[config.mk]
export PLATFORM = sky130hd
export DESIGN_NAME = tcrc_role_ctrl
export DESIGN_NICKNAME = d
export VERILOG_FILES = /design/src/tcrc_role_ctrl.v
export VERILOG_INCLUDE_DIRS = /design/src
export SDC_FILE = /design/constraint.sdc
export NUM_CORES = 1
export LEC_CHECK = 0
export BUFFER_PORTS_ARGS = -buffer_cell sky130_fd_sc_hd__buf_2
export CAP_MARGIN = 40
export CORE_UTILIZATION = 55
export CTS_CLUSTER_SIZE = 25
export DETAILED_ROUTE_END_ITERATION = 8
export HOLD_SLACK_MARGIN = 0.08
export PLACE_DENSITY_LB_ADDON = 0.08
export RECOVER_POWER = 100
export SLEW_MARGIN = 10
export SYNTH_ARGS = -nofsm -noshare
export SYNTH_HDL_FRONTEND = slang
export SYNTH_SLANG_ARGS = --single-unit
export TNS_END_PERCENT = 30
[constraint.sdc]
create_clock -name clock_i -period 2.4 [get_ports clock_i]
set_input_delay 0.24 -clock clock_i [delete_from_list [all_inputs] [get_ports clock_i]]
set_output_delay 0.24 -clock clock_i [all_outputs]
set_load 0.01 [all_outputs]
[src/tcrc_map.vh]
// constants for the type-c role configuration block
// assumes a 125 MHz system clock and register access by offset over a plain write/read port
// What this block does
// - decode three-level role strap: high source, low sink, floating dual-role.
// - sample strap once after reset, keep role until next reset.
// - with strap floating, software may force source-only via role-select field.
// - source-only role presents Rp on both CC lines continuously.
// - source role starts advertising default current level.
// - raise advertised current on strap or register request; pick matching Rp.
// - sink Rd seen while attached as source drives open-drain ID low.
// - sink plus Ra sensed switches VCONN onto the unused CC line.
// - orientation from CC lines drives the superspeed mux select.
// - orientation also shown on a dedicated direction output.
// - mux has two channels, each a 2:1 selection between pair sets.
// - mux paths settle within 0.5 us of an orientation change.
// - source features only as source; sink features only as sink.
// - no power delivery messaging on CC lines.
// - sink-only role presents Rd on both CC lines continuously.
// - dual-role alternates Rp on both lines and Rd on both lines.
`ifndef TCRC_MAP_VH
`define TCRC_MAP_VH
`define TCRC_REG_PORT_ROLE 8'h0A
`define TCRC_BIT_TERM_DIS 0
`define TCRC_FLD_ROLE_HI 5
`define TCRC_FLD_ROLE_LO 4
`define TCRC_PORT_ROLE_RST 8'h00
`define TCRC_ROLE_DRP 2'b00
`define TCRC_ROLE_SNK 2'b01
`define TCRC_ROLE_SRC 2'b10
`define TCRC_STRAP_LOW 2'b00
`define TCRC_STRAP_HIGH 2'b01
`define TCRC_CUR_DEF 2'b00
`define TCRC_CUR_MID 2'b01
`define TCRC_CUR_HIGH 2'b10
`define TCRC_CLK_MHZ 125
`define TCRC_SW_TIME_NS 500
`define TCRC_SW_CYCLES ((`TCRC_SW_TIME_NS * `TCRC_CLK_MHZ) / 1000)
`define TCRC_TOGGLE_CYCLES 32'd6250000
`endif

[src/tcrc_role_ctrl.v]
// type-c configuration channel role control with source behaviour and ss mux select
// assumes cc comparator results arrive as synchronous levels and register writes are one-cycle strobes
`timescale 1ns/1ps
`default_nettype none
`include "tcrc_map.vh"
module tcrc_role_ctrl #(
  parameter TOGGLE_CYCLES = `TCRC_TOGGLE_CYCLES
) (
  input wire clock_i,
  input wire rst_b_i,
  input wire [1:0] role_strap_i,
  input wire strap_float_i,
  input wire [1:0] current_strap_i,
  input wire reg_wr_i,
  input wire reg_rd_i,
  input wire [7:0] reg_addr_i,
  input wire [7:0] reg_wdata_i,
  input wire [1:0] reg_cur_sel_i,
  output reg [7:0] reg_rdata_o,
  input wire cc1_rd_i,
  input wire cc2_rd_i,
  input wire cc1_ra_i,
  input wire cc2_ra_i,
  input wire cc1_rp_i,
  input wire cc2_rp_i,
  output reg [1:0] rp_en_o,
  output reg [1:0] rd_en_o,
  output reg [1:0] rp_level_o,
  output reg [1:0] vconn_en_o,
  output wire id_o,
  output reg id_oe_o,
  output wire dir_o,
  output reg dir_oe_o,
  output reg mux_sel_o,
  output reg [1:0] mux_path_en_o,
  output reg attached_src_o,
  output reg attached_snk_o
);
  localparam ST_IDLE = 2'd0;
  localparam ST_UNATT = 2'd1;
  localparam ST_ATT_SRC = 2'd2;
  localparam ST_ATT_SNK = 2'd3;
  localparam SW_CYC = `TCRC_SW_CYCLES;
  localparam [7:0] SW_CYC8 = SW_CYC[7:0];
  localparam [1:0] PATHS_OFF = 2'b00;
  localparam [1:0] PATHS_ON = 2'b11;
  localparam [1:0] VCONN_CC1 = 2'b01;
  localparam [1:0] VCONN_CC2 = 2'b10;
  localparam [7:0] RD_UNMAPPED = 8'h00;
  reg [1:0] strap_role_reg;
  reg strap_done_reg;
  reg [7:0] port_role_reg;
  reg [1:0] state_reg;
  reg [1:0] state_next;
  reg [1:0] cur_sel_reg;
  reg present_src_reg;
  reg [31:0] tog_cnt_reg;
  reg orient_reg;
  reg [7:0] sw_cnt_reg;
  wire term_dis;
  wire [1:0] role;
  wire rd1;
  wire rd2;
  wire sink_seen;
  wire src_seen;
  wire acting_src;
  wire [1:0] strap_cur;
  wire [1:0] req_cur;
  assign term_dis = port_role_reg[`TCRC_BIT_TERM_DIS];
  // strap decides unless floating; then the role field can force source
  assign role = (strap_role_reg != `TCRC_ROLE_DRP) ? strap_role_reg :
                port_role_reg[`TCRC_FLD_ROLE_HI:`TCRC_FLD_ROLE_LO];
  assign rd1 = cc1_rd_i;
  assign rd2 = cc2_rd_i;
  assign sink_seen = rd1 | rd2;
  assign src_seen = cc1_rp_i | cc2_rp_i;
  assign acting_src = (role == `TCRC_ROLE_SRC) ||
                      ((role == `TCRC_ROLE_DRP) && present_src_reg);
  assign strap_cur = current_strap_i;
  // the higher of the strap and software requests wins
  assign req_cur = (cur_sel_reg > strap_cur) ? cur_sel_reg : strap_cur;
  // one capture after release; strap must stay static afterwards
  always @(posedge clock_i or negedge rst_b_i) begin
    if (!rst_b_i) begin
      strap_role_reg <= `TCRC_ROLE_DRP;
      strap_done_reg <= 1'b0;
    end else if (!strap_done_reg) begin
      strap_done_reg <= 1'b1;
      if (strap_float_i)
        strap_role_reg <= `TCRC_ROLE_DRP;
      else if (role_strap_i == `TCRC_STRAP_HIGH)
        strap_role_reg <= `TCRC_ROLE_SRC;
      else
        strap_role_reg <= `TCRC_ROLE_SNK;
    end
  end
  // register port; the host sequence of disable, role, enable is honoured as plain writes
  always @(posedge clock_i or negedge rst_b_i) begin
    if (!rst_b_i) begin
      port_role_reg <= `TCRC_PORT_ROLE_RST;
      cur_sel_reg <= `TCRC_CUR_DEF;
      reg_rdata_o <= 8'h00;
    end else begin
      if (reg_wr_i && reg_addr_i == `TCRC_REG_PORT_ROLE)
        port_role_reg <= reg_wdata_i;
      // the current request rides on every write strobe; hold it steady around role writes
      if (reg_wr_i)
        cur_sel_reg <= reg_cur_sel_i;
      if (reg_rd_i)
        reg_rdata_o <= (reg_addr_i == `TCRC_REG_PORT_ROLE) ? port_role_reg : RD_UNMAPPED;
    end
  end
  // dual-role toggle timer
  // timer runs only while unattached, so an attach freezes the presented role
  always @(posedge clock_i or negedge rst_b_i) begin
    if (!rst_b_i) begin
      tog_cnt_reg <= 32'h0000_0000;
      present_src_reg <= 1'b1;
    end else if (state_reg == ST_UNATT && role == `TCRC_ROLE_DRP) begin
      if (tog_cnt_reg >= TOGGLE_CYCLES - 1) begin
        tog_cnt_reg <= 32'h0000_0000;
        present_src_reg <= ~present_src_reg;
      end else begin
        tog_cnt_reg <= tog_cnt_reg + 32'h0000_0001;
      end
    end else if (state_reg == ST_IDLE) begin
      tog_cnt_reg <= 32'h0000_0000;
      present_src_reg <= 1'b1;
    end
  end
  always @* begin
    state_next = state_reg;
    case (state_reg)
      ST_IDLE: if (!term_dis && strap_done_reg) state_next = ST_UNATT;
      ST_UNATT: begin
        if (acting_src && sink_seen) state_next = ST_ATT_SRC;
        else if (!acting_src && src_seen) state_next = ST_ATT_SNK;
      end
      ST_ATT_SRC: if (!sink_seen) state_next = ST_UNATT;
      ST_ATT_SNK: if (!src_seen) state_next = ST_UNATT;
      default: state_next = ST_IDLE;
    endcase
    if (term_dis)
      state_next = ST_IDLE;
  end
  always @(posedge clock_i or negedge rst_b_i) begin
    if (!rst_b_i) begin
      state_reg <= ST_IDLE;
      orient_reg <= 1'b0;
    end else begin
      state_reg <= state_next;
      // orientation is latched on leaving unattached (attach or termination disable) and held through detach, keeping the mux still
      if (state_reg == ST_UNATT && state_next != ST_UNATT)
        orient_reg <= acting_src ? (~rd1 & rd2) : (~cc1_rp_i & cc2_rp_i);
    end
  end
  // terminations and source-only features
  always @(posedge clock_i or negedge rst_b_i) begin
    if (!rst_b_i) begin
      rp_en_o <= 2'b00;
      rd_en_o <= 2'b00;
      rp_level_o <= `TCRC_CUR_DEF;
      vconn_en_o <= 2'b00;
      id_oe_o <= 1'b0;
      attached_src_o <= 1'b0;
      attached_snk_o <= 1'b0;
    end else begin
      attached_src_o <= (state_reg == ST_ATT_SRC);
      attached_snk_o <= (state_reg == ST_ATT_SNK);
      if (state_reg == ST_IDLE) begin
        rp_en_o <= 2'b00;
        rd_en_o <= 2'b00;
      end else if (role == `TCRC_ROLE_SRC) begin
        rp_en_o <= 2'b11;
        rd_en_o <= 2'b00;
      end else if (role == `TCRC_ROLE_SNK) begin
        rp_en_o <= 2'b00;
        rd_en_o <= 2'b11;
      end else begin
        rp_en_o <= {2{acting_src}};
        rd_en_o <= {2{~acting_src}};
      end
      // default until attached, then the higher of strap and register request
      if (state_reg != ST_ATT_SRC)
        rp_level_o <= `TCRC_CUR_DEF;
      else
        rp_level_o <= req_cur;
      id_oe_o <= (state_reg == ST_ATT_SRC) && sink_seen;
      // vconn only as source; pd messaging is absent so no cable is interrogated
      if (state_reg == ST_ATT_SRC && rd1 && cc2_ra_i)
        vconn_en_o <= VCONN_CC2;
      else if (state_reg == ST_ATT_SRC && rd2 && cc1_ra_i)
        vconn_en_o <= VCONN_CC1;
      else
        vconn_en_o <= 2'b00;
    end
  end
  // open-drain pins only pull low; the enable carries the level
  assign id_o = 1'b0;
  assign dir_o = 1'b0;
  // mux follows orientation; paths stay off while the switch settles
  always @(posedge clock_i or negedge rst_b_i) begin
    if (!rst_b_i) begin
      mux_sel_o <= 1'b0;
      dir_oe_o <= 1'b0;
      mux_path_en_o <= 2'b00;
      sw_cnt_reg <= 8'h00;
    end else begin
      mux_sel_o <= orient_reg;
      dir_oe_o <= ~orient_reg;
      // a second flip while settling restarts the count, so paths never open mid-switch
      if (mux_sel_o != orient_reg) begin
        sw_cnt_reg <= SW_CYC8 - 8'h01;
        mux_path_en_o <= PATHS_OFF;
      end else if (sw_cnt_reg != 8'h00) begin
        sw_cnt_reg <= sw_cnt_reg - 8'h01;
      end else begin
        mux_path_en_o <= PATHS_ON;
      end
    end
  end
endmodule
`default_nettype wire

* After elaboration in Yosys (flattened, before gate mapping) *
Index checks and enable logic that the tools add are counted.
Widths: inputs -> output; s select.

word-level totals
  logic and storage cells = 99
  input bits = 33
  output and inout bits = 25
  register bits after elaboration = 80

cells by class
  $lt $le $gt $ge = 2
  $add $sub $neg = 2
  reductions and logical operators = 22
  bitwise operators = 9
  equality and inequality tests = 12
  multiplexer cells = 32

operators with widths
  cell                   number
  $mux 32                3
  $mux 2                 20
  $add 32x1->32 const B  1
  $ge 32x23->1 const B   1
  $mux 8                 3
  $logic_and 1x1->1      12
  $eq 8x4->1 const B     1
  $pmux 2 s4             1
  $reduce_bool 8->1      1
  $sub 8x1->8 const B    1
  $eq 2x1->1 const B     3
  $eq 2x2->1 const B     3
  $reduce_bool 2->1      3
  $mux 1                 5
  $not 1->1              5
  $logic_not 2->1        2
  $ne 2x1->1 const B     2
  $ne 2x2->1 const B     2
  $and 1x1->1            2
  $gt 2x2->1             1
  $logic_not 1->1        2
  $or 1x1->1             2
  $reduce_and 2->1       1
  $logic_or 1x1->1       1
  $ne 1x1->1             1

* Depth between registers and ports, before layout *
  depth in word-level cells = 13
  mapped depth = 7
  mapped depth without buffers = 7

* Least setup slack after synthesis *
No wires, ideal clock.

  path kind = reg2reg
  start point = register tog_cnt_reg[0]
  end point = register tog_cnt_reg[20]
  path buffers = 1
  library setup time = 0.079 ns
  path slack = 0.593 ns
  stages on the path, launching flop included = 8
  clock period less this slack = 1.807 ns
  required time = 2.321 ns
  data arrival time = 1.728 ns
  cell sequence = dfrtp_1 ha_1 nand3_1 nand3_1 a311oi_4 buf_6 nand4_1 mux2i_1

between the ends
  cells in the longest elaborated chain, start to end = 3
  elaborated cells between the ends (all ways) = 4
  those cells by class = add/sub (1); order compare (1); mux (2)

RTL lines
  what                                           line                                        text
  start: declaration                             tcrc_role_ctrl.v:57                         reg [31:0] tog_cnt_reg;
  start signal: assignment                       tcrc_role_ctrl.v:124                        tog_cnt_reg <= tog_cnt_reg + 32'h0000_0001;
  $add 32x1->32 or $ge 32x23->1 (tied branches)  tcrc_role_ctrl.v:124, tcrc_role_ctrl.v:120
  $mux 32 *                                      tcrc_role_ctrl.v:120                        if (tog_cnt_reg >= TOGGLE_CYCLES - 1) begin
  $mux 32 *                                      tcrc_role_ctrl.v:119                        end else if (state_reg == ST_UNATT && role == `TCRC_ROLE_DRP) begin

Mark *: on every way between the ends. The rest lies on a longest branch, timed or not.
A chain may end at the register's enable or synchronous reset.

* Final worst setup path *
  start point = register tog_cnt_reg[30]
  end point = register tog_cnt_reg[15]

between the ends
  cells in the longest elaborated chain, start to end = 3

RTL lines
  what          line
  $ge 32x23->1  tcrc_role_ctrl.v:120
  $mux 32       tcrc_role_ctrl.v:120
  $mux 32       tcrc_role_ctrl.v:119

Every way passes these cells.

==> out/results.ini <==
[status]
outcome = complete, but fails checks
violations = DRC

[finish]
largest_reg_flops = 32
final_cell_mix = dfrtp_1 (76), nand2_1 (32), buf_2 (30), clkbuf_1 (29)
layout-drive-gt1-share = 0.1590
seq_area_sq_um = 1928
multiInputGateArea_sq_um = 1578
fin_area_sq_um = 4232
layout_commonest_cell = dfrtp_1
fill_cells = 559
area_delta_synth_final_pct = 14.26
layout.nets = 468
diodes = 0

[setup_path]
reg2regPathDepth = 6
endpoint_kind = flop
r2r-end = tog_cnt_reg[15]
critPathCapture = tog_cnt_reg[15]
crit_start = tog_cnt_reg[30]
crit_arrival_ns = 2.35
r2r_start = tog_cnt_reg[30]
crit_type = reg2reg
cp.required_ns = 2.66
startpoint_type = flop
r2r_setup_slack_ns = 0.31
crit_fanout = 22

[route]
ant_nets = 0
drt-initial-drc-count = 193
routed_wl_mm = 7.323
post_drt_wl_per_cell_um = 14.33
first_pass_iters = 6
drc_errors = 4
num_vias = 2832
drt-vias-per-instance = 5.542

[place]
dp_hpwl_mm = 5.190
portBuffers = 55
dpl_cell_area_sq_um = 4061
preCtsSetupSlack_ns = 0.3871
globalplace.congestion = 0.7925

[die]
die_w_um = 84.06
num_rows = 29
pin_count = 58
dieHeight_um = 84.06
start_util = 0.5767
core-area_sq_um = 6422
dieArea_sq_um = 7066

[yosys]
async_flop_share = 1.000
synth.yosys.seq_area_share = 0.5206
synth-seq-cells = 77
synthTopCellsByArea = dfrtp_1 (51%), a21oi_1 (3.4%), nand2_1 (3.2%), nand3_1 (2.8%), inv_1 (2.7%)
synthFlopType = dfrtp_1
avgSynthCellArea_sq_um = 10.09
synth_edf_count = 0
synth_top_area_share = 0.5135
synth_top_cell_by_area = dfrtp_1
yosys_warnings = 0
synthCells = 367
ys_types = 54
syn-cell-area_sq_um = 3704

[power_and_ir_drop]
ir_drop_mv = 0.5378
total_leakage_power_nw = 1.906
power_mw = 3.494
powerDensity_nw_per_um2 = 825.7

[timing]
slew_viol_final = 0
tightest_slew_ns = 1.028
min_period_ns = 2.089
setup_slack_ns = 0.3114
max_freq_mhz = 478.8
fin_skew_ns = 0.007742
hold_viol = 0
rsz0062_at_grt = false
setup_viol = 0
period_share = 0.8703
fin_tns_setup_ns = 0
maxSlewHeadroom = 0.3145

[flow_run]
drv_cap = 0

[global_route]
antenna_found_initial = 0
grt_pass1_wl_mm = 13.12
grt_max_degree = 78
grt.overflow.total = 0
track_usage = 0.2342
grt_pass1_vias = 2875

[clock_tree]
cts_buffers = 9
clockRootBuffer = clkbuf_8
clock_path_buffers = 2
post_cts_resized = 0
clk_latency_ns = 0.35
clk_pin_slew_ns = 0.08
clock-sinks = 77
postCtsSetupBuffers = 0
tritoncts = done
htree_levels = 3

[min_path]
hp-class = in2reg

-- metal layers --
| layer | share of wire | vias to the layer above | global-route usage |
|---|---|---|---|
| met5 | 0 | - | 0 |
| met4 | 0.016 | 0 | 0.1034 |
| met3 | 0.038 | 11 | 0.04154 |
| met2 | 0.48 | 64 | 0.3763 |
| met1 | 0.46 | 1343 | 0.3123 |
| li1 | - | 1414 | - |
-- layout make-up --
type / count / area share
Clock buffer: 15 / 0.04169
Clock inverter: 1 / 0.007096
Inverter: 27 / 0.02395
Multi-Input combinational cell: 249 / 0.3729
Sequential cell: 77 / 0.4556
Tap cell: 77 / 0.02277
Timing Repair Buffer: 65 / 0.07599
-- cell families (layout without fill, tap and decap cells) --
kind of cell	count (synthesis)	in the layout	share of synthesized area
DFF	77	77	0.5206
xor gates and xnor gates	7	7	0.01655
AOI/OAI and AO/OA	71	71	0.1250
and+or+nand+nor	147	147	0.2172
other	2	3	0.002028
buffers and inverters	42	108	0.05439
adders and majority gates	6	6	0.02027
muxes	15	15	0.04392
-- report_power, final --
group / switching [mW] / internal (mW) / total (mW)
Combinational: 0.527 / 0.326 / 0.852
Clock: 0.447 / 0.568 / 1.02
Sequential: 0.157 / 1.47 / 1.63
Total: 1.13 / 2.36 / 3.49
-- metrics by stage --
| step | cells | util | hold WS, ns |
|---|---|---|---|
| after floorplan | 368 | - | -0.05559 |
| after global placement | 492 | 0.6306 | 0.2909 |
| after detailed placement | 493 | 0.6324 | 0.2922 |
| after CTS | 511 | 0.6676 | 0.09803 |
| after global routing | 511 | 0.6589 | 0.1105 |
| final | 511 | 0.6589 | 0.1001 |
-- critical path, stage by stage, from the launching register on --
cell and delay (ns):
dfrtp_1 0.39, nor4_2 0.53, nand3b_4 0.13, a311oi_4 0.28
clkbuf_2 0.40, a21oi_1 0.11, o21ai_0 0.17
-- cell usage after synthesis (6+ instances only) --
library cell   n
inv_1         27
o21ai_1        7
a21oi_1       25
nor3_1         8
nand2b_1       7
dfrtp_1       76
nor2_1        27
o21ai_0        8
ha_1           6
and2_1        10
nand4_1       10
nand2_1       32
o22ai_1        9
nand3_1       21
mux2_2         9
-- worst min-delay path by stage --
stage | from | endpoint | slack (ns) | depth (start not counted)
after floorplan | rst_b_i | attached_snk_o | -0.06 | 0
after global placement | rst_b_i | mux_path_en_o[0] | 0.29 | 2
after detailed placement | rst_b_i | sw_cnt_reg[1] | 0.29 | 2
after CTS | reg_cur_sel_i[0] | cur_sel_reg[0] | 0.1 | 3
after global routing | reg_cur_sel_i[0] | cur_sel_reg[0] | 0.11 | 3
final | reg_cur_sel_i[0] | cur_sel_reg[0] | 0.10 | 3
-- repair_timing --
action | CTS | global route
hold endpoints to repair | 77 | 0
endpoints found under the setup margin | 0 | 0
hold buffers | 2 | 0
No activity file was read; power rests on OpenSTA's default activity.
